<file path="src/common/rspsel_regs.svh">
// Register offsets, field positions, select codes and reset values of the status pin select
`ifndef RSPSEL_REGS_SVH
`define RSPSEL_REGS_SVH
`define RSPSEL_ADDR_W 8
`define RSPSEL_DATA_W 32
`define RSPSEL_OFF_CTRL 8'h00
`define RSPSEL_OFF_PIN0 8'h04
`define RSPSEL_OFF_PIN1 8'h08
`define RSPSEL_OFF_PIN2 8'h0c
`define RSPSEL_OFF_STATUS 8'h10
`define RSPSEL_OFF_MASK 8'h14
`define RSPSEL_OFF_STATE 8'h18
`define RSPSEL_SEL_W 6
`define RSPSEL_CODE_COUNT 64
`define RSPSEL_PIN_INV_BIT 6
`define RSPSEL_CTRL_LEGACY_BIT 0
`define RSPSEL_CTRL_CCA_LSB 1
`define RSPSEL_CTRL_CCA_MSB 2
`define RSPSEL_EVT_W 4
`define RSPSEL_EVT_LOCK 0
`define RSPSEL_EVT_CRC 1
`define RSPSEL_EVT_SYNC 2
`define RSPSEL_EVT_DROP 3
`define RSPSEL_CODE_CCA 6'h09
`define RSPSEL_CODE_LOCK 6'h0a
`define RSPSEL_CODE_SCLK 6'h0b
`define RSPSEL_CODE_SDATA 6'h0c
`define RSPSEL_CODE_ASYNC 6'h0d
`define RSPSEL_CODE_CS 6'h0e
`define RSPSEL_CODE_CRC 6'h0f
`define RSPSEL_CODE_SYM1 6'h16
`define RSPSEL_CODE_SYM0 6'h17
`define RSPSEL_CODE_PAPD 6'h1b
`define RSPSEL_CODE_LNAPD 6'h1c
`define RSPSEL_CODE_TICK 6'h1d
`define RSPSEL_CODE_SYNC 6'h06
`define RSPSEL_CODE_LOW 6'h2f
`define RSPSEL_PIN_RESET 7'h00
`define RSPSEL_HALF_BIT_DEFAULT 4
`endif

</file>
<file path="src/common/rspsel_pkg.sv">
// Types shared by the status pin select design
package rspsel_pkg;
	typedef enum logic [1:0] {
		RSPSEL_IDLE,
		RSPSEL_RX,
		RSPSEL_TX,
		RSPSEL_SLEEP
	} rspsel_radio_e;

	typedef enum logic [1:0] {
		RSPSEL_CCA_ALWAYS,
		RSPSEL_CCA_RSSI,
		RSPSEL_CCA_NOPKT,
		RSPSEL_CCA_BOTH
	} rspsel_cca_e;

	typedef struct packed {
		logic rssi_below_thr;
		logic rssi_above_thr;
		logic rx_packet_busy;
		logic pll_lock;
		logic sync_serial_active;
		logic rx_bit;
		logic rx_bit_valid;
		logic [1:0] rx_sliced_symbol;
		logic rx_symbol_tick;
		logic crc_done;
		logic crc_match;
		logic rx_enter;
		logic sync_found;
		logic packet_end;
		logic tx_underflow;
		logic rx_overflow;
		logic addr_fail;
	} rspsel_status_s;

	typedef struct packed {
		logic pin_output_invert;
		logic [5:0] sel;
	} rspsel_pin_cfg_s;
endpackage : rspsel_pkg

</file>
<file path="src/core/rspsel_pin_mux.sv">
// One status pin: code select, optional inversion, registered pin output
`timescale 1ns/1ps
`include "rspsel_regs.svh"
module rspsel_pin_mux (
	input wire logic clk, // Core clock
	input wire logic srst, // Synchronous reset, active high
	input wire logic [`RSPSEL_CODE_COUNT-1:0] src, // Candidate signal per select code
	input wire rspsel_pkg::rspsel_pin_cfg_s cfg, // Select code and inversion
	output logic pin // Registered pin level
);
	always_ff @(posedge clk) begin
		if (srst) begin
			pin <= 1'b0;
		end else begin
			pin <= src[cfg.sel] ^ cfg.pin_output_invert;
		end
	end

	pin_follows_a: assert property (@(posedge clk) disable iff (srst)
		##1 !$past(srst) |-> pin == ($past(src[cfg.sel]) ^ $past(cfg.pin_output_invert)))
		else $error("pin does not follow selected source");
endmodule : rspsel_pin_mux

</file>
<file path="src/core/rspsel_top.sv">
// Radio status pin select: status sources, serial clocking, registers and interrupt
`timescale 1ns/1ps
`include "rspsel_regs.svh"
module rspsel_top #(
	parameter int PIN_COUNT = 3,
	parameter int HALF_BIT = `RSPSEL_HALF_BIT_DEFAULT
) (
	input wire logic clk, // Core clock, 100 MHz
	input wire logic srst, // Synchronous reset, active high
	input wire rspsel_pkg::rspsel_status_s radio, // Radio status sources
	input wire rspsel_pkg::rspsel_radio_e radio_state, // Current radio state
	input wire logic [`RSPSEL_ADDR_W-1:0] addr, // Register byte address
	input wire logic [`RSPSEL_DATA_W-1:0] wdata, // Register write data
	input wire logic wr, // Write strobe
	input wire logic rd, // Read strobe
	output logic [`RSPSEL_DATA_W-1:0] rdata, // Read data, cycle after rd
	output logic irq, // Interrupt, level
	output logic [PIN_COUNT-1:0] general_status_pin // Status pins toward host
);
	localparam int CW = (HALF_BIT > 1) ? $clog2(HALF_BIT) : 1;
	localparam logic [CW-1:0] HALF_LAST = CW'(HALF_BIT - 1);
	// Bit-clock watch counter starts at one and holds one past the half period
	localparam logic [CW+1:0] SINCE_FIRST = (CW+2)'(1);
	localparam logic [CW+1:0] SINCE_DONE = (CW+2)'(HALF_BIT + 1);

	generate
		if (PIN_COUNT < 1 || PIN_COUNT > 3) begin : g_bad_pins
			$error("PIN_COUNT must be 1 to 3");
		end
		if (HALF_BIT < 1) begin : g_bad_half
			$error("HALF_BIT must be at least 1");
		end
	endgenerate

	rspsel_pkg::rspsel_pin_cfg_s pin_cfg [PIN_COUNT];
	logic legacy_compat_enable;
	rspsel_pkg::rspsel_cca_e channel_assess_mode;
	logic [`RSPSEL_EVT_W-1:0] status;
	logic [`RSPSEL_EVT_W-1:0] mask;
	logic lock_q;
	logic crc_ok;
	logic sync_state;
	logic ser_clk;
	logic ser_data;
	logic [CW-1:0] half_cnt;
	logic [CW+1:0] since_bit;
	logic [1:0] sym_hold;
	logic sym_strobe;
	logic chan_clear;
	logic sync_drop;
	logic [`RSPSEL_EVT_W-1:0] events;
	logic [`RSPSEL_CODE_COUNT-1:0] src;

	// Clear channel qualified by mode
	always_comb begin
		case (channel_assess_mode)
			rspsel_pkg::RSPSEL_CCA_ALWAYS: chan_clear = 1'b1;
			rspsel_pkg::RSPSEL_CCA_RSSI: chan_clear = radio.rssi_below_thr;
			rspsel_pkg::RSPSEL_CCA_NOPKT: chan_clear = !radio.rx_packet_busy;
			rspsel_pkg::RSPSEL_CCA_BOTH: chan_clear = radio.rssi_below_thr && !radio.rx_packet_busy;
			default: chan_clear = 1'b0;
		endcase
	end

	// Lock edge for the interrupt, the host's preferred way to see lock
	always_ff @(posedge clk) begin
		if (srst) begin
			lock_q <= 1'b0;
		end else begin
			lock_q <= radio.pll_lock;
		end
	end

	// Checksum match flag; a fresh receive entry clears it first
	always_ff @(posedge clk) begin
		if (srst) begin
			crc_ok <= 1'b0;
		end else if (radio.rx_enter) begin
			crc_ok <= 1'b0;
		end else if (radio.crc_done) begin
			crc_ok <= radio.crc_match;
		end
	end

	// Sync word status: drop on end of packet, on underflow in transmit, or on overflow or address fault in receive
	assign sync_drop = radio.packet_end
		|| (radio_state == rspsel_pkg::RSPSEL_TX && radio.tx_underflow)
		|| (radio_state == rspsel_pkg::RSPSEL_RX && (radio.addr_fail || radio.rx_overflow));

	always_ff @(posedge clk) begin
		if (srst) begin
			sync_state <= 1'b0;
		end else if (radio.sync_found) begin
			sync_state <= 1'b1;
		end else if (sync_drop) begin
			sync_state <= 1'b0;
		end
	end

	// Bit clock falls as each bit is loaded and rises half a period later,
	// so the host's rising edge lands mid-bit; a bit arriving before the
	// half period ends restarts the low phase, so the earlier bit gets no rising edge
	always_ff @(posedge clk) begin
		if (srst) begin
			ser_clk <= 1'b0;
			ser_data <= 1'b0;
			half_cnt <= '0;
		end else if (!radio.sync_serial_active) begin
			ser_clk <= 1'b0;
			half_cnt <= '0;
		end else if (radio.rx_bit_valid) begin
			ser_clk <= 1'b0;
			ser_data <= radio.rx_bit;
			half_cnt <= '0;
		end else if (!ser_clk) begin
			if (half_cnt == HALF_LAST) begin
				ser_clk <= 1'b1;
			end else begin
				half_cnt <= half_cnt + 1'b1;
			end
		end
	end

	// Sliced symbol held with a one-cycle strobe per symbol
	always_ff @(posedge clk) begin
		if (srst) begin
			sym_hold <= 2'h0;
			sym_strobe <= 1'b0;
		end else begin
			sym_strobe <= radio.rx_symbol_tick;
			if (radio.rx_symbol_tick) begin
				sym_hold <= radio.rx_sliced_symbol;
			end
		end
	end

	// Source vector per select code; unlisted and test codes read low
	always_comb begin
		src = '0;
		src[`RSPSEL_CODE_SYNC] = sync_state;
		src[`RSPSEL_CODE_CCA] = chan_clear;
		src[`RSPSEL_CODE_LOCK] = radio.pll_lock;
		src[`RSPSEL_CODE_SCLK] = ser_clk;
		src[`RSPSEL_CODE_SDATA] = ser_data;
		src[`RSPSEL_CODE_ASYNC] = radio.rx_bit;
		src[`RSPSEL_CODE_CS] = radio.rssi_above_thr;
		src[`RSPSEL_CODE_CRC] = crc_ok && legacy_compat_enable;
		src[`RSPSEL_CODE_SYM1] = sym_hold[1];
		src[`RSPSEL_CODE_SYM0] = sym_hold[0];
		src[`RSPSEL_CODE_TICK] = sym_strobe;
		src[`RSPSEL_CODE_PAPD] = !(radio_state == rspsel_pkg::RSPSEL_TX
			|| radio_state == rspsel_pkg::RSPSEL_SLEEP);
		src[`RSPSEL_CODE_LNAPD] = !(radio_state == rspsel_pkg::RSPSEL_RX
			|| radio_state == rspsel_pkg::RSPSEL_SLEEP);
		src[`RSPSEL_CODE_LOW] = 1'b0;
	end

	genvar gi;
	generate
		for (gi = 0; gi < PIN_COUNT; gi++) begin : g_pin
			rspsel_pin_mux u_mux (
				.clk(clk),
				.srst(srst),
				.src(src),
				.cfg(pin_cfg[gi]),
				.pin(general_status_pin[gi])
			);
		end
	endgenerate

	// Control and pin configuration registers
	always_ff @(posedge clk) begin
		if (srst) begin
			legacy_compat_enable <= 1'b0;
			channel_assess_mode <= rspsel_pkg::RSPSEL_CCA_ALWAYS;
			for (int i = 0; i < PIN_COUNT; i++) begin
				pin_cfg[i] <= `RSPSEL_PIN_RESET;
			end
		end else if (wr) begin
			if (addr == `RSPSEL_OFF_CTRL) begin
				legacy_compat_enable <= wdata[`RSPSEL_CTRL_LEGACY_BIT];
				channel_assess_mode <= rspsel_pkg::rspsel_cca_e'(
					wdata[`RSPSEL_CTRL_CCA_MSB:`RSPSEL_CTRL_CCA_LSB]);
			end
			for (int i = 0; i < PIN_COUNT; i++) begin
				if (addr == `RSPSEL_OFF_PIN0 + 8'(4 * i)) begin
					pin_cfg[i] <= wdata[`RSPSEL_PIN_INV_BIT:0];
				end
			end
		end
	end

	assign events[`RSPSEL_EVT_LOCK] = radio.pll_lock && !lock_q;
	assign events[`RSPSEL_EVT_CRC] = radio.crc_done && radio.crc_match && !radio.rx_enter;
	assign events[`RSPSEL_EVT_SYNC] = radio.sync_found;
	assign events[`RSPSEL_EVT_DROP] = sync_state && sync_drop && !radio.sync_found;

	// Sticky status, write one to clear; a new event in the clearing cycle stays
	always_ff @(posedge clk) begin
		if (srst) begin
			status <= '0;
		end else if (wr && addr == `RSPSEL_OFF_STATUS) begin
			status <= (status & ~wdata[`RSPSEL_EVT_W-1:0]) | events;
		end else begin
			status <= status | events;
		end
	end

	always_ff @(posedge clk) begin
		if (srst) begin
			mask <= '0;
		end else if (wr && addr == `RSPSEL_OFF_MASK) begin
			mask <= wdata[`RSPSEL_EVT_W-1:0];
		end
	end

	assign irq = |(status & mask);

	// Read data registered; unmapped addresses return zero
	always_ff @(posedge clk) begin
		if (srst) begin
			rdata <= '0;
		end else if (rd) begin
			rdata <= '0;
			case (addr)
				`RSPSEL_OFF_CTRL: begin
					rdata[`RSPSEL_CTRL_LEGACY_BIT] <= legacy_compat_enable;
					rdata[`RSPSEL_CTRL_CCA_MSB:`RSPSEL_CTRL_CCA_LSB] <= channel_assess_mode;
				end
				`RSPSEL_OFF_STATUS: rdata[`RSPSEL_EVT_W-1:0] <= status;
				`RSPSEL_OFF_MASK: rdata[`RSPSEL_EVT_W-1:0] <= mask;
				`RSPSEL_OFF_STATE: rdata[PIN_COUNT-1:0] <= general_status_pin;
				default: begin
					for (int i = 0; i < PIN_COUNT; i++) begin
						if (addr == `RSPSEL_OFF_PIN0 + 8'(4 * i)) begin
							rdata[`RSPSEL_PIN_INV_BIT:0] <= pin_cfg[i];
						end
					end
				end
			endcase
		end else begin
			rdata <= '0;
		end
	end

	// Cycles since the last bit was loaded, saturating one past the half
	// period; lets the clock checks stand apart from the clock's own counter
	always_ff @(posedge clk) begin
		if (srst || !radio.sync_serial_active) begin
			since_bit <= '0;
		end else if (radio.rx_bit_valid) begin
			since_bit <= SINCE_FIRST;
		end else if (since_bit != '0 && since_bit != SINCE_DONE) begin
			since_bit <= since_bit + 1'b1;
		end
	end

	cca_rssi_a: assert property (@(posedge clk) disable iff (srst)
		channel_assess_mode == rspsel_pkg::RSPSEL_CCA_RSSI |-> src[`RSPSEL_CODE_CCA] == radio.rssi_below_thr)
		else $error("clear channel does not track signal strength");

	lock_source_a: assert property (@(posedge clk) disable iff (srst)
		src[`RSPSEL_CODE_LOCK] == radio.pll_lock)
		else $error("lock source wrong");

	clk_falls_a: assert property (@(posedge clk) disable iff (srst)
		radio.sync_serial_active && radio.rx_bit_valid |=> !ser_clk)
		else $error("bit clock did not fall on new bit");

	data_at_fall_a: assert property (@(posedge clk) disable iff (srst)
		$changed(ser_data) |-> !ser_clk)
		else $error("serial data changed while bit clock high");

	clk_rises_a: assert property (@(posedge clk) disable iff (srst)
		since_bit == SINCE_DONE |-> ser_clk)
		else $error("bit clock did not rise half a bit later");

	clk_low_a: assert property (@(posedge clk) disable iff (srst)
		since_bit != '0 && since_bit != SINCE_DONE |-> !ser_clk)
		else $error("bit clock high too early");

	async_source_a: assert property (@(posedge clk) disable iff (srst)
		src[`RSPSEL_CODE_ASYNC] == radio.rx_bit && src[`RSPSEL_CODE_CS] == radio.rssi_above_thr)
		else $error("transparent data or carrier sense source wrong");

	crc_clear_a: assert property (@(posedge clk) disable iff (srst)
		radio.rx_enter |=> !crc_ok)
		else $error("checksum flag not cleared on receive entry");

	symbol_hold_a: assert property (@(posedge clk) disable iff (srst)
		radio.rx_symbol_tick |=> sym_strobe && sym_hold == $past(radio.rx_sliced_symbol))
		else $error("symbol strobe or bits wrong");

	amp_sleep_a: assert property (@(posedge clk) disable iff (srst)
		radio_state == rspsel_pkg::RSPSEL_SLEEP |-> !src[`RSPSEL_CODE_PAPD] && !src[`RSPSEL_CODE_LNAPD])
		else $error("amplifier power-down level in sleep wrong");

	sync_drop_a: assert property (@(posedge clk) disable iff (srst)
		sync_state && sync_drop && !radio.sync_found |=> !sync_state ##1 1'b1)
		else $error("sync status did not drop");

	sync_rise_a: assert property (@(posedge clk) disable iff (srst)
		radio.sync_found |=> sync_state && status[`RSPSEL_EVT_SYNC])
		else $error("sync status did not rise");

	reserved_low_a: assert property (@(posedge clk) disable iff (srst)
		!src[6'h10] && !src[6'h12] && !src[6'h14])
		else $error("test code not low");

	cca_both_a: assert property (@(posedge clk) disable iff (srst)
		channel_assess_mode == rspsel_pkg::RSPSEL_CCA_BOTH
		|-> src[`RSPSEL_CODE_CCA] == (radio.rssi_below_thr && !radio.rx_packet_busy))
		else $error("clear channel does not follow both qualifiers");

	crc_load_a: assert property (@(posedge clk) disable iff (srst)
		radio.crc_done && !radio.rx_enter |=> crc_ok == $past(radio.crc_match))
		else $error("checksum flag not loaded from comparison");

	lock_event_a: assert property (@(posedge clk) disable iff (srst)
		radio.pll_lock && !lock_q |=> status[`RSPSEL_EVT_LOCK])
		else $error("lock rise not recorded");

	symbol_stable_a: assert property (@(posedge clk) disable iff (srst)
		!radio.rx_symbol_tick |=> sym_hold == $past(sym_hold))
		else $error("symbol bits moved without a strobe");

	sync_hold_a: assert property (@(posedge clk) disable iff (srst)
		sync_state && radio_state == rspsel_pkg::RSPSEL_TX && !radio.packet_end
		&& !radio.tx_underflow |=> sync_state)
		else $error("sync status dropped without cause in transmit");
endmodule : rspsel_top

</file>
<file path="config.mk">
export PLATFORM = sky130hd
export DESIGN_NAME = rspsel_top
export DESIGN_NICKNAME = d
export VERILOG_FILES = /design/src/common/rspsel_pkg.sv /design/src/core/rspsel_pin_mux.sv /design/src/core/rspsel_top.sv
export VERILOG_INCLUDE_DIRS = /design/src /design/src/common
export SDC_FILE = /design/constraint.sdc
export NUM_CORES = 1
export LEC_CHECK = 0
export BUFFER_PORTS_ARGS = -buffer_cell sky130_fd_sc_hd__buf_2
export CORE_MARGIN = 5
export CORE_UTILIZATION = 61
export CTS_BUF_LIST = sky130_fd_sc_hd__clkbuf_8
export DETAILED_ROUTE_END_ITERATION = 6
export PLACE_DENSITY_LB_ADDON = 0.12
export SLEW_MARGIN = 20
export SYNTH_ARGS = -nofsm -noshare
export SYNTH_HDL_FRONTEND = slang
export SYNTH_HIERARCHICAL = 1
export SYNTH_SLANG_ARGS = --single-unit
</file>
<file path="constraint.sdc">
create_clock -name clk -period 5 [get_ports clk]
set_input_delay 0 -clock clk [delete_from_list [all_inputs] [get_ports clk]]
set_output_delay 0 -clock clk [all_outputs]
set_load 0.02 [all_outputs]
</file>
# ---- Yosys cells after proc, flatten, opt, wreduce, memory -nomap -nowiden
# Memories as Yosys holds them, arrays and structs flattened.
# Cells that the tools add are included.
dict set report op_classes {
  n_eq_ne 13
  n_lt_le_gt_ge 3
  bitwise 15
  n_addsub 1
  n_mux 34
  reduce_logical 34
}
# cell count
set ops {}
lappend ops {{2-to-1 mux 7 bit} 6}
lappend ops {{equality test 8 x 5 -> 1 bit (second input constant)} 3}
lappend ops {{< comparator 6 x 7 -> 1 bit (second input constant)} 3}
lappend ops {{2-to-1 mux 1 bit} 21}
lappend ops {{binary-select mux 1 bit (select 6 bit)} 3}
lappend ops {{equality test 8 x 4 -> 1 bit (second input constant)} 2}
lappend ops {{one-hot mux 3 bit (4 select lines)} 1}
lappend ops {{logical AND 1 bit} 11}
lappend ops {{equality test 2 bit (second input constant)} 5}
lappend ops {{bitwise AND 4 bit} 2}
lappend ops {{equality test 8 x 3 -> 1 bit (second input constant)} 1}
lappend ops {{zero test 8 bit} 1}
lappend ops {{OR 4 bit} 2}
lappend ops {{zero test 1 bit} 6}
lappend ops {{AND reduction 2 bit} 3}
lappend ops {{OR reduction 2 bit} 3}
lappend ops {{OR reduction 6 bit} 1}
lappend ops {{logical OR 1 bit} 5}
lappend ops {{equality test 2 x 1 -> 1 bit (second input constant)} 2}
lappend ops {{2-to-1 mux 4 bit} 1}
lappend ops {{NOT 1 bit} 4}
lappend ops {{NOT 4 bit} 1}
lappend ops {{one-hot mux 1 bit (4 select lines)} 1}
lappend ops {{OR reduction 4 bit} 1}
lappend ops {{7 further kinds} 11}
dict set report word_totals {
  output_inout_bits 36
  mem_bits_rw 21
  in_bits 64
  wordCells 119
  reg_bits 56
  memories 1
}
# name words word_bits rd rd_clocked_by_memory_dff write_ports line_no
set memory_table {}
lappend memory_table {pin_cfg 3 7 3 0 3 rspsel_top.sv:35} ;# rspsel_pkg::rspsel_pin_cfg_s pin_cfg [PIN_COUNT];

# ---- Longest topological paths before layout
# Gate-level depths: netlist of run 1.
dict set report logic_depth {
  word_depth 8
  ltp_mapped 8
  depth_no_buf 8
}

# ---- Hierarchy
# The synthesis of run 1 kept the hierarchy.
# module cells_each area_each_um2 n_inst
set by_module_without_submodules {}
lappend by_module_without_submodules {rspsel_top 216 2275.9 1}
lappend by_module_without_submodules {rspsel_pin_mux 52 644.4 3}

# ---- Least setup slack after synthesis of run 1
# Ideal clock, no wire load.
dict set report synth_path {
  kind {register to register}
  from {mem pin_cfg[0][16] in the netlist's numbering}
  to {reg g_pin[2].u_mux.pin}
  slack_ns 2.907
  setup_time_ns 0.123
  stages_incl_launch_ff 9
  t_arrival_ns 1.969
  synth_period_minus_slack_ns 2.093
  path_cell_list {edfxtp_1 -> buf_2 -> buf_2 -> mux4_1 -> mux2i_1 -> mux2i_1 -> a2111oi_2 -> a31oi_1 -> mux2_1}
}
# element line_no
set synth_rtl {}
lappend synth_rtl {{from (decl)} rspsel_top.sv:35}
lappend synth_rtl {{to (signal assigned)} rspsel_pin_mux.sv:15} ;# pin <= src[cfg.sel] ^ cfg.pin_output_invert;
lappend synth_rtl {{to (decl)} rspsel_pin_mux.sv:9} ;# output logic pin

==> summary.md, run 1 <==
| Metric | Value |
|---|---|
| CTS clk-pin slew, worst paths | 0.10 ns |
| DRC violations left | 0 |
| Final period utilization | 56.9% |
| Power consumption | 975 uW |
| Drt total wl | 9560 um |
| Final Hold Fails | 0 |
| Post-synth ARST share | 0% |
| Netlist cell types | 60 |
| Average via count per standard cell | 5.22 |
| Pwr Density | 190 nW/um^2 |
| Critical path arrival | 3.05 ns |
| Die footprint | 8660 um^2 |
| Worst Clk Skew | 0.00792 ns |
| Fmax | 352 MHz |
| CTS tree | yes |
| Final net count | 633 |
| Wire per inst | 14.7 um |
| Total GRT Usage | 23.2% |
| CORE AREA | 6760 um^2 |
| Dominant synthesized flop cell | dfxtp_1 |
| IR drop worst, VDD | 205 uV |
| Vias | 3,385 |
| Final HPWL DP | 7200 um |
| TritonCTS Buffers | 5 |
| Antenna violations before repair | 0 |
| RSZ-0062 raised after global routing | false |
| Share of cells above drive strength 1 | 16.9% |
| Dpl cell area | 4880 um^2 |
| Syn_area_per_cell | 11.3 um^2 |
| Post-CTS Setup Bufs | 0 |
| Root Buffer | clkbuf_8 |
| Largest area contributor in the netlist | mux4_1 |
| Chip height | 93.1 um |
| Area Growth Syn to Fin | 21.8% |
| Crit path launch type | register |
| TNS Setup | 0 ns |
| Final setup fails | 0 |
| DR pass1 iterations | 4 |
| Max-slew violations | 0 |
| Final instance area | 5130 um^2 |
| Synth Instances | 372 |
| Fin crit period | 2.84 ns |
| Max FO, Critical Path | 19 |
| Commonest cells in the netlist | 40 x mux2i_1, 31 x dfxtp_1, 29 x nor2_1, 25 x buf_4, 24 x mux4_1 |
| Slew @ Worst Pin | 0.924 ns |
| Largest net degree at the start of global routing | 25 |
| Yosys top cell area share | 15.0% |
| Sequential share of the synthesized area | 29.7% |
| Flops & latches, synth | 52 |
| CP endpoint kind | register |
| Critical Path RT | 5.20 ns |
| Die Span X | 93.1 um |
| GR Overflow Total | 0 |
| Most frequent cell after synthesis | mux2i_1 |
| Starting DRT DRC Count | 207 |
| Clk sinks | 52 |
| Worst Hold Class | in -> reg |
| Status | complete, no violations |
| First-pass GRT wire length | 15,800 um |
| # hold bufs at CTS | 15 |
| Leak Pwr | 2.34 nW |
| WS Path Type | reg -> reg |
| Max Cap Violations | 0 |
| Worst slew margin | 37.7% |
| Number of synthesized flops with an enable pin | 21 |
| CTS Buffer Depth | 2 |
| Ant diodes | 0 |
| Detail Route Antenna Nets | 0 |
| IO buf count | 49 |
| Vias in the first global route | 3,384 |
| GP Congestion | 0.821 |
| Row count | 30 |
| Clk_lat worst skew | 0.31 ns |
| Finished Core Util | 75.9% |
| Mapped Area | 4210 um^2 |
| Post-CTS sizing | 0 |
| Initial core utilization | 62.3% |
| Htree depth | 2 |
| Synth area leaders | mux4_1 15%, edfxtp_1 15%, dfxtp_1 15% |
| Syn. warnings | 6 |
| Io pins | 100 |
-- critical path, stage by stage, from the launching register on --
cell	delay, ns
edfxtp_1	0.93
mux4_1	0.71
mux2i_1	0.17
mux2i_1	0.12
a2111oi_2	0.40
a31oi_1	0.10
mux2_1	0.31
-- cells by family after synthesis --
family	Yosys count	synth area share, %
AOI/OAI and AO/OA	56	10.2
buffers and inverters	62	8.89
and+or+nand+nor	105	14.1
xor gates and xnor gates	1	0.208
muxes	94	36.5
other	1	0.0891
DFF	52	29.7
adders and majority gates	1	0.297
-- layout by cell type (no fill, tap or decap), drive strengths merged, types with 5 or more instances in the layout --
master	netlist	routed
nand2	14	14
a21oi	10	10
conb	1	178
nand3	7	7
and2	10	10
dfxtp	31	31
mux4	39	39
clkbuf	11	6
inv	9	10
buf	41	49
o22ai	6	6
nor2	29	29
nor3b	7	7
edfxtp	21	21
nor4	10	10
mux2	15	15
dlygate4sd3	0	15
o21ai	5	5
nor2b	12	12
mux2i	40	40
-- metal layers --
| layer | vias up | share of wire, % | global-route usage, % |
|---|---|---|---|
| met5 | - | 0 | 0 |
| li1 | 1653 | - | - |
| met1 | 1626 | 40 | 28.5 |
| met2 | 92 | 53 | 42.7 |
| met4 | 0 | 1.7 | 6.23 |
| met3 | 14 | 5.4 | 2.98 |
-- flip-flops by register name (all words and copies together) (netlist names) --
name	count
sync_state	1
legacy_compat_enable	1
rdata	7
crc_ok	1
pin_cfg	21
ser_data	1
sym_hold	2
channel_assess_mode	2
g_pin.u_mux/pin	3
lock_q	1
mask	4
ser_clk	1
status	4
half_cnt	2
sym_strobe	1
-- worst paths after layout --
check	start	to	slack, ns	depth (start not counted)
worst max-delay path	pin_cfg[0][14]$_DFFE_PP_	g_pin[2].u_mux/pin$_SDFF_PP0_	2.16	6
worst min-delay path	wdata[2]	mask[2]$_SDFFE_PP0P_	0.008	3
worst max register to register	pin_cfg[0][14]$_DFFE_PP_	g_pin[2].u_mux/pin$_SDFF_PP0_	2.16	6
worst min register to register	lock_q$_SDFF_PP0_	status[0]$_SDFF_PP0_	0.49	2
-- final cells by class --
| class | instances | area, um^2 |
|---|---|---|
| well taps | 80 | 100 |
| clock inverters | 2 | 13.8 |
| flip-flops and latches | 52 | 1250 |
| repair buffers | 64 | 395 |
| inverters | 10 | 37.5 |
| fillers | 496 | 1630 |
| multi-input cells | 435 | 3250 |
| clock buffers | 6 | 82.6 |
-- report_power, final --
part / internal (mW) / switching [mW]
registers: 0.458 / 0.0414
logic: 0.118 / 0.105
clock network: 0.113 / 0.140
-- through the flow --
| step | hold slack (ns) | cells | worst slack [ns] |
|---|---|---|---|
| 2_1_floorplan | 0.0785 | 549 | 2.91 |
| 3_3_place_gp | 0.178 | 626 | 2.29 |
| 3_5_place_dp | 0.193 | 626 | 2.18 |
| 4_1_cts | 0.00166 | 649 | 2.17 |
| 5_1_grt | 0.0235 | 649 | 1.96 |
| 6_report | 0.00791 | 649 | 2.16 |
Note: power is estimated with default switching activity, not from simulation.
==> run 2, diff against run 1 <==
Settings changed: CORE_UTILIZATION 61 to 51.
Clock period 5 ns to 2.55 ns, I/O delays scaled along.
==> run 2 against run 1 <==
  * Global-route usage shrank 3.3 points
  * Sequential power grew 89%
  * Worst setup slack lost 1.9 ns
  * Non-clock buffer count grew 16
  * Cell count grew 6.3%
  * Count of clock-buffer cells in the layout shrank 1
  * Sequential share of layout area shrank 0.71 points
  * Clock skew grew 0.0046 ns
  * Hold slack gained 0.022 ns
==> summary.md, run 2 (synthesized netlist as in run 1, its figures left out) <==
| Metric | Value |
|---|---|
| Area Growth Syn to Fin | 25.5% |
| Hold Path Depth | 2 (-1) |
| Pwr Density | 365 nW/um^2 (+92%) |
| IO buf count | 49 (unchanged) |
| Share of cells above drive strength 1 | 19.0% (+2.1 points) |
| GP Congestion | 0.802 (-2.3%) |
| Largest Register | pin_cfg |
| Critical Path RT | 2.75 ns (-2.45 ns) |
| Worst Clk Skew | 0.0125 ns (+0.00461 ns) |
| CTS Buffer Depth | 2 (unchanged) |
| Clk_lat worst skew | 0.31 ns (about the same) |
| Final setup fails | 0 (unchanged) |
| CP top delay family | multiplexers |
| Total GRT Usage | 19.9% (-3.3 points) |
| Chip height | 101 um (+8.4%) |
| Status | complete, no violations |
| RSZ-0062 raised after global routing | false |
| Max FO, Critical Path | 12 (-7) |
| # fillers | 710 (+43%) |
| Max Cap Violations | 0 (unchanged) |
| TritonCTS Buffers | 5 (unchanged) |
| Fin crit period | 2.27 ns (-0.572 ns) |
| Max-slew violations | 0 (unchanged) |
| Average via count per standard cell | 5.05 (-3.2%) |
| Worst Hold Class | in -> reg |
| CORE AREA | 8130 um^2 (+20%) |
| Io pins | 100 (unchanged) |
| Detail Route Antenna Nets | 0 (unchanged) |
| CTS clk-pin slew, worst paths | 0.10 ns (about the same) |
| Leak Pwr | 2.41 nW (+2.9%) |
| HP Start | wdata[6] |
| Worst Hold Endpoint | pin_cfg[0][13]$_DFFE_PP_ |
| Most common cell after layout, fill and taps aside | conb_1 |
| Most frequent cells in the layout | 178 x conb_1, 49 x buf_2, 40 x mux2i_1 |
| Die Span X | 101 um (+8.4%) |
| Critical path arrival | 2.47 ns (-0.58 ns) |
| Starting DRT DRC Count | 169 (-18%) |
| CTS tree | yes |
| Crit path launch type | register |
| R2r setup slk | 0.28 ns (-1.88 ns) |
| R2R depth | 7 (+1) |
| FF-to-FF End | g_pin[1].u_mux/pin$_SDFF_PP0_ |
| Row count | 33 (+10%) |
| Fmax | 440 MHz (+25%) |
| Critical path buffer and inverter count | 1 (+1) |
| First-pass GRT wire length | 15,800 um (+0.27%) |
| Antenna violations before repair | 0 (unchanged) |
| IR drop worst, VDD | 383 uV (+86%) |
| Final net count | 649 (+2.5%) |
| Slew @ Worst Pin | 0.557 ns (-0.367 ns) |
| Power consumption | 1.93 mW (+97%) |
| Post-CTS Setup Bufs | 0 (unchanged) |
| Ant diodes | 0 (unchanged) |
| GR Overflow Total | 0 (unchanged) |
| CP max stage delay | 0.60 ns (-0.33 ns) |
| TNS Setup | 0 ns (unchanged) |
| Post-CTS sizing | 0 (unchanged) |
| Htree depth | 2 (unchanged) |
| Die footprint | 10,200 um^2 (+17%) |
| Drt total wl | 9890 um (+3.5%) |
| WS Path Type | reg -> reg |
| Clk sinks | 52 (unchanged) |
| Vias in the first global route | 3,323 (-1.8%) |
| CP startpoint | pin_cfg[0][9]$_DFFE_PP_ |
| Reg-to-Reg Start | pin_cfg[0][9]$_DFFE_PP_ |
| Vias | 3,482 (+2.9%) |
| Crit-path cells | buf_4 -> mux2_2 -> o22ai_1 -> nor4_1 -> a2111oi_2 -> a31oi_1 -> mux2_1 |
| Wire per inst | 14.3 um (-2.7%) |
| Slowest stage cell, crit path | edfxtp_1 |
| Initial core utilization | 51.7% (-11 points) |
| DR pass1 iterations | 4 (unchanged) |
| Final period utilization | 89.1% (+32 points) |
| Max reg flops | 21 (unchanged) |
| Worst slew margin | 62.6% (+25 points) |
| Root Buffer | clkbuf_8 |
| Largest net degree at the start of global routing | 25 (unchanged) |
| Top flop regs | pin_cfg: 21 flops, rdata: 7 flops |
| Final HPWL DP | 7660 um (+6.4%) |
| DRC violations left | 0 (unchanged) |
| Final Hold Fails | 0 (unchanged) |
| CP endpoint kind | register |
==> run 2: cell types whose count changed in the layout (fill, tap and decap cells not counted), sizes merged <==
| cell | previous run | this run |
|---|---|---|
| dlygate4sd3 | 15 | 16 |
| clkinv | 2 | 1 |
| clkbuf | 6 | 5 |
| clkinvlp | 0 | 2 |
| buf | 49 | 64 |
==> run 2: worst max path at each step <==
stage                               endpoint  depth (start not counted)
6_report       g_pin[1].u_mux/pin$_SDFF_PP0_                          7
5_1_grt        g_pin[1].u_mux/pin$_SDFF_PP0_                          7
4_1_cts        g_pin[1].u_mux/pin$_SDFF_PP0_                          7
3_5_place_dp   g_pin[1].u_mux/pin$_SDFF_PP0_                          7
3_3_place_gp   g_pin[1].u_mux/pin$_SDFF_PP0_                          6
2_1_floorplan  g_pin[2].u_mux/pin$_SDFF_PP0_                          8
==> run 2: per-stage QoR <==
step	cells	setup WS (ns)	hold WS, ns	area [um^2]	utilization, %
floorplan	549	0.457	0.0785	4870	-
global placement	666	0.329	0.181	5030	61.8
detailed placement	666	0.272	0.183	5030	61.8
CTS	690	0.268	0.0326	5280	64.9
global route	690	0.127	0.0338	5280	64.9
finish	690	0.278	0.0296	5280	64.9
==> run 2: routing by layer <==
metal  wire length (um)  up-vias  part of all wire, %  global-route usage, %
li1                   -     1687                    -                      -
met1               4000     1689                   40                   24.6
met2               5310      100                   54                   37.3
met3                517        6                  5.2                   2.98
met4                 68        0                 0.69                   3.11
met5                  0        -                    0                      0
==> run 2: repair_timing <==
action                                  4_1_cts  5_1_grt
endpoints found under the setup margin        0        0
hold buffers                                 16        0
endpoints found under the hold margin        14        0
==> run 2: worst register-to-register path, stage by stage, from the launching register on <==
cell       delay (ns)
edfxtp_1         0.60
buf_4            0.28
mux2_2           0.28
o22ai_1          0.13
nor4_1           0.07
a2111oi_2        0.34
a31oi_1          0.13
mux2_1           0.34
==> run 2: final cells by class <==
cell class | count | area [um^2] | share of cell area [%]
clock buffer | 5 | 68.8 | 1.30
clock inverter | 3 | 26.3 | 0.498
inverter | 10 | 37.5 | 0.711
multi-input combinational | 435 | 3250 | 61.5
sequential | 52 | 1250 | 23.7
tap | 105 | 131 | 2.49
timing repair buffer | 80 | 518 | 9.81
==> run 2: where the power goes <==
| part | switching [mW] | total (mW) | internal, mW | leakage (nW) |
|---|---|---|---|---|
| logic | 0.245 | 0.492 | 0.246 | 1.91 |
| registers | 0.0457 | 0.944 | 0.898 | 0.452 |
| clock network | 0.290 | 0.491 | 0.200 | 0.0423 |
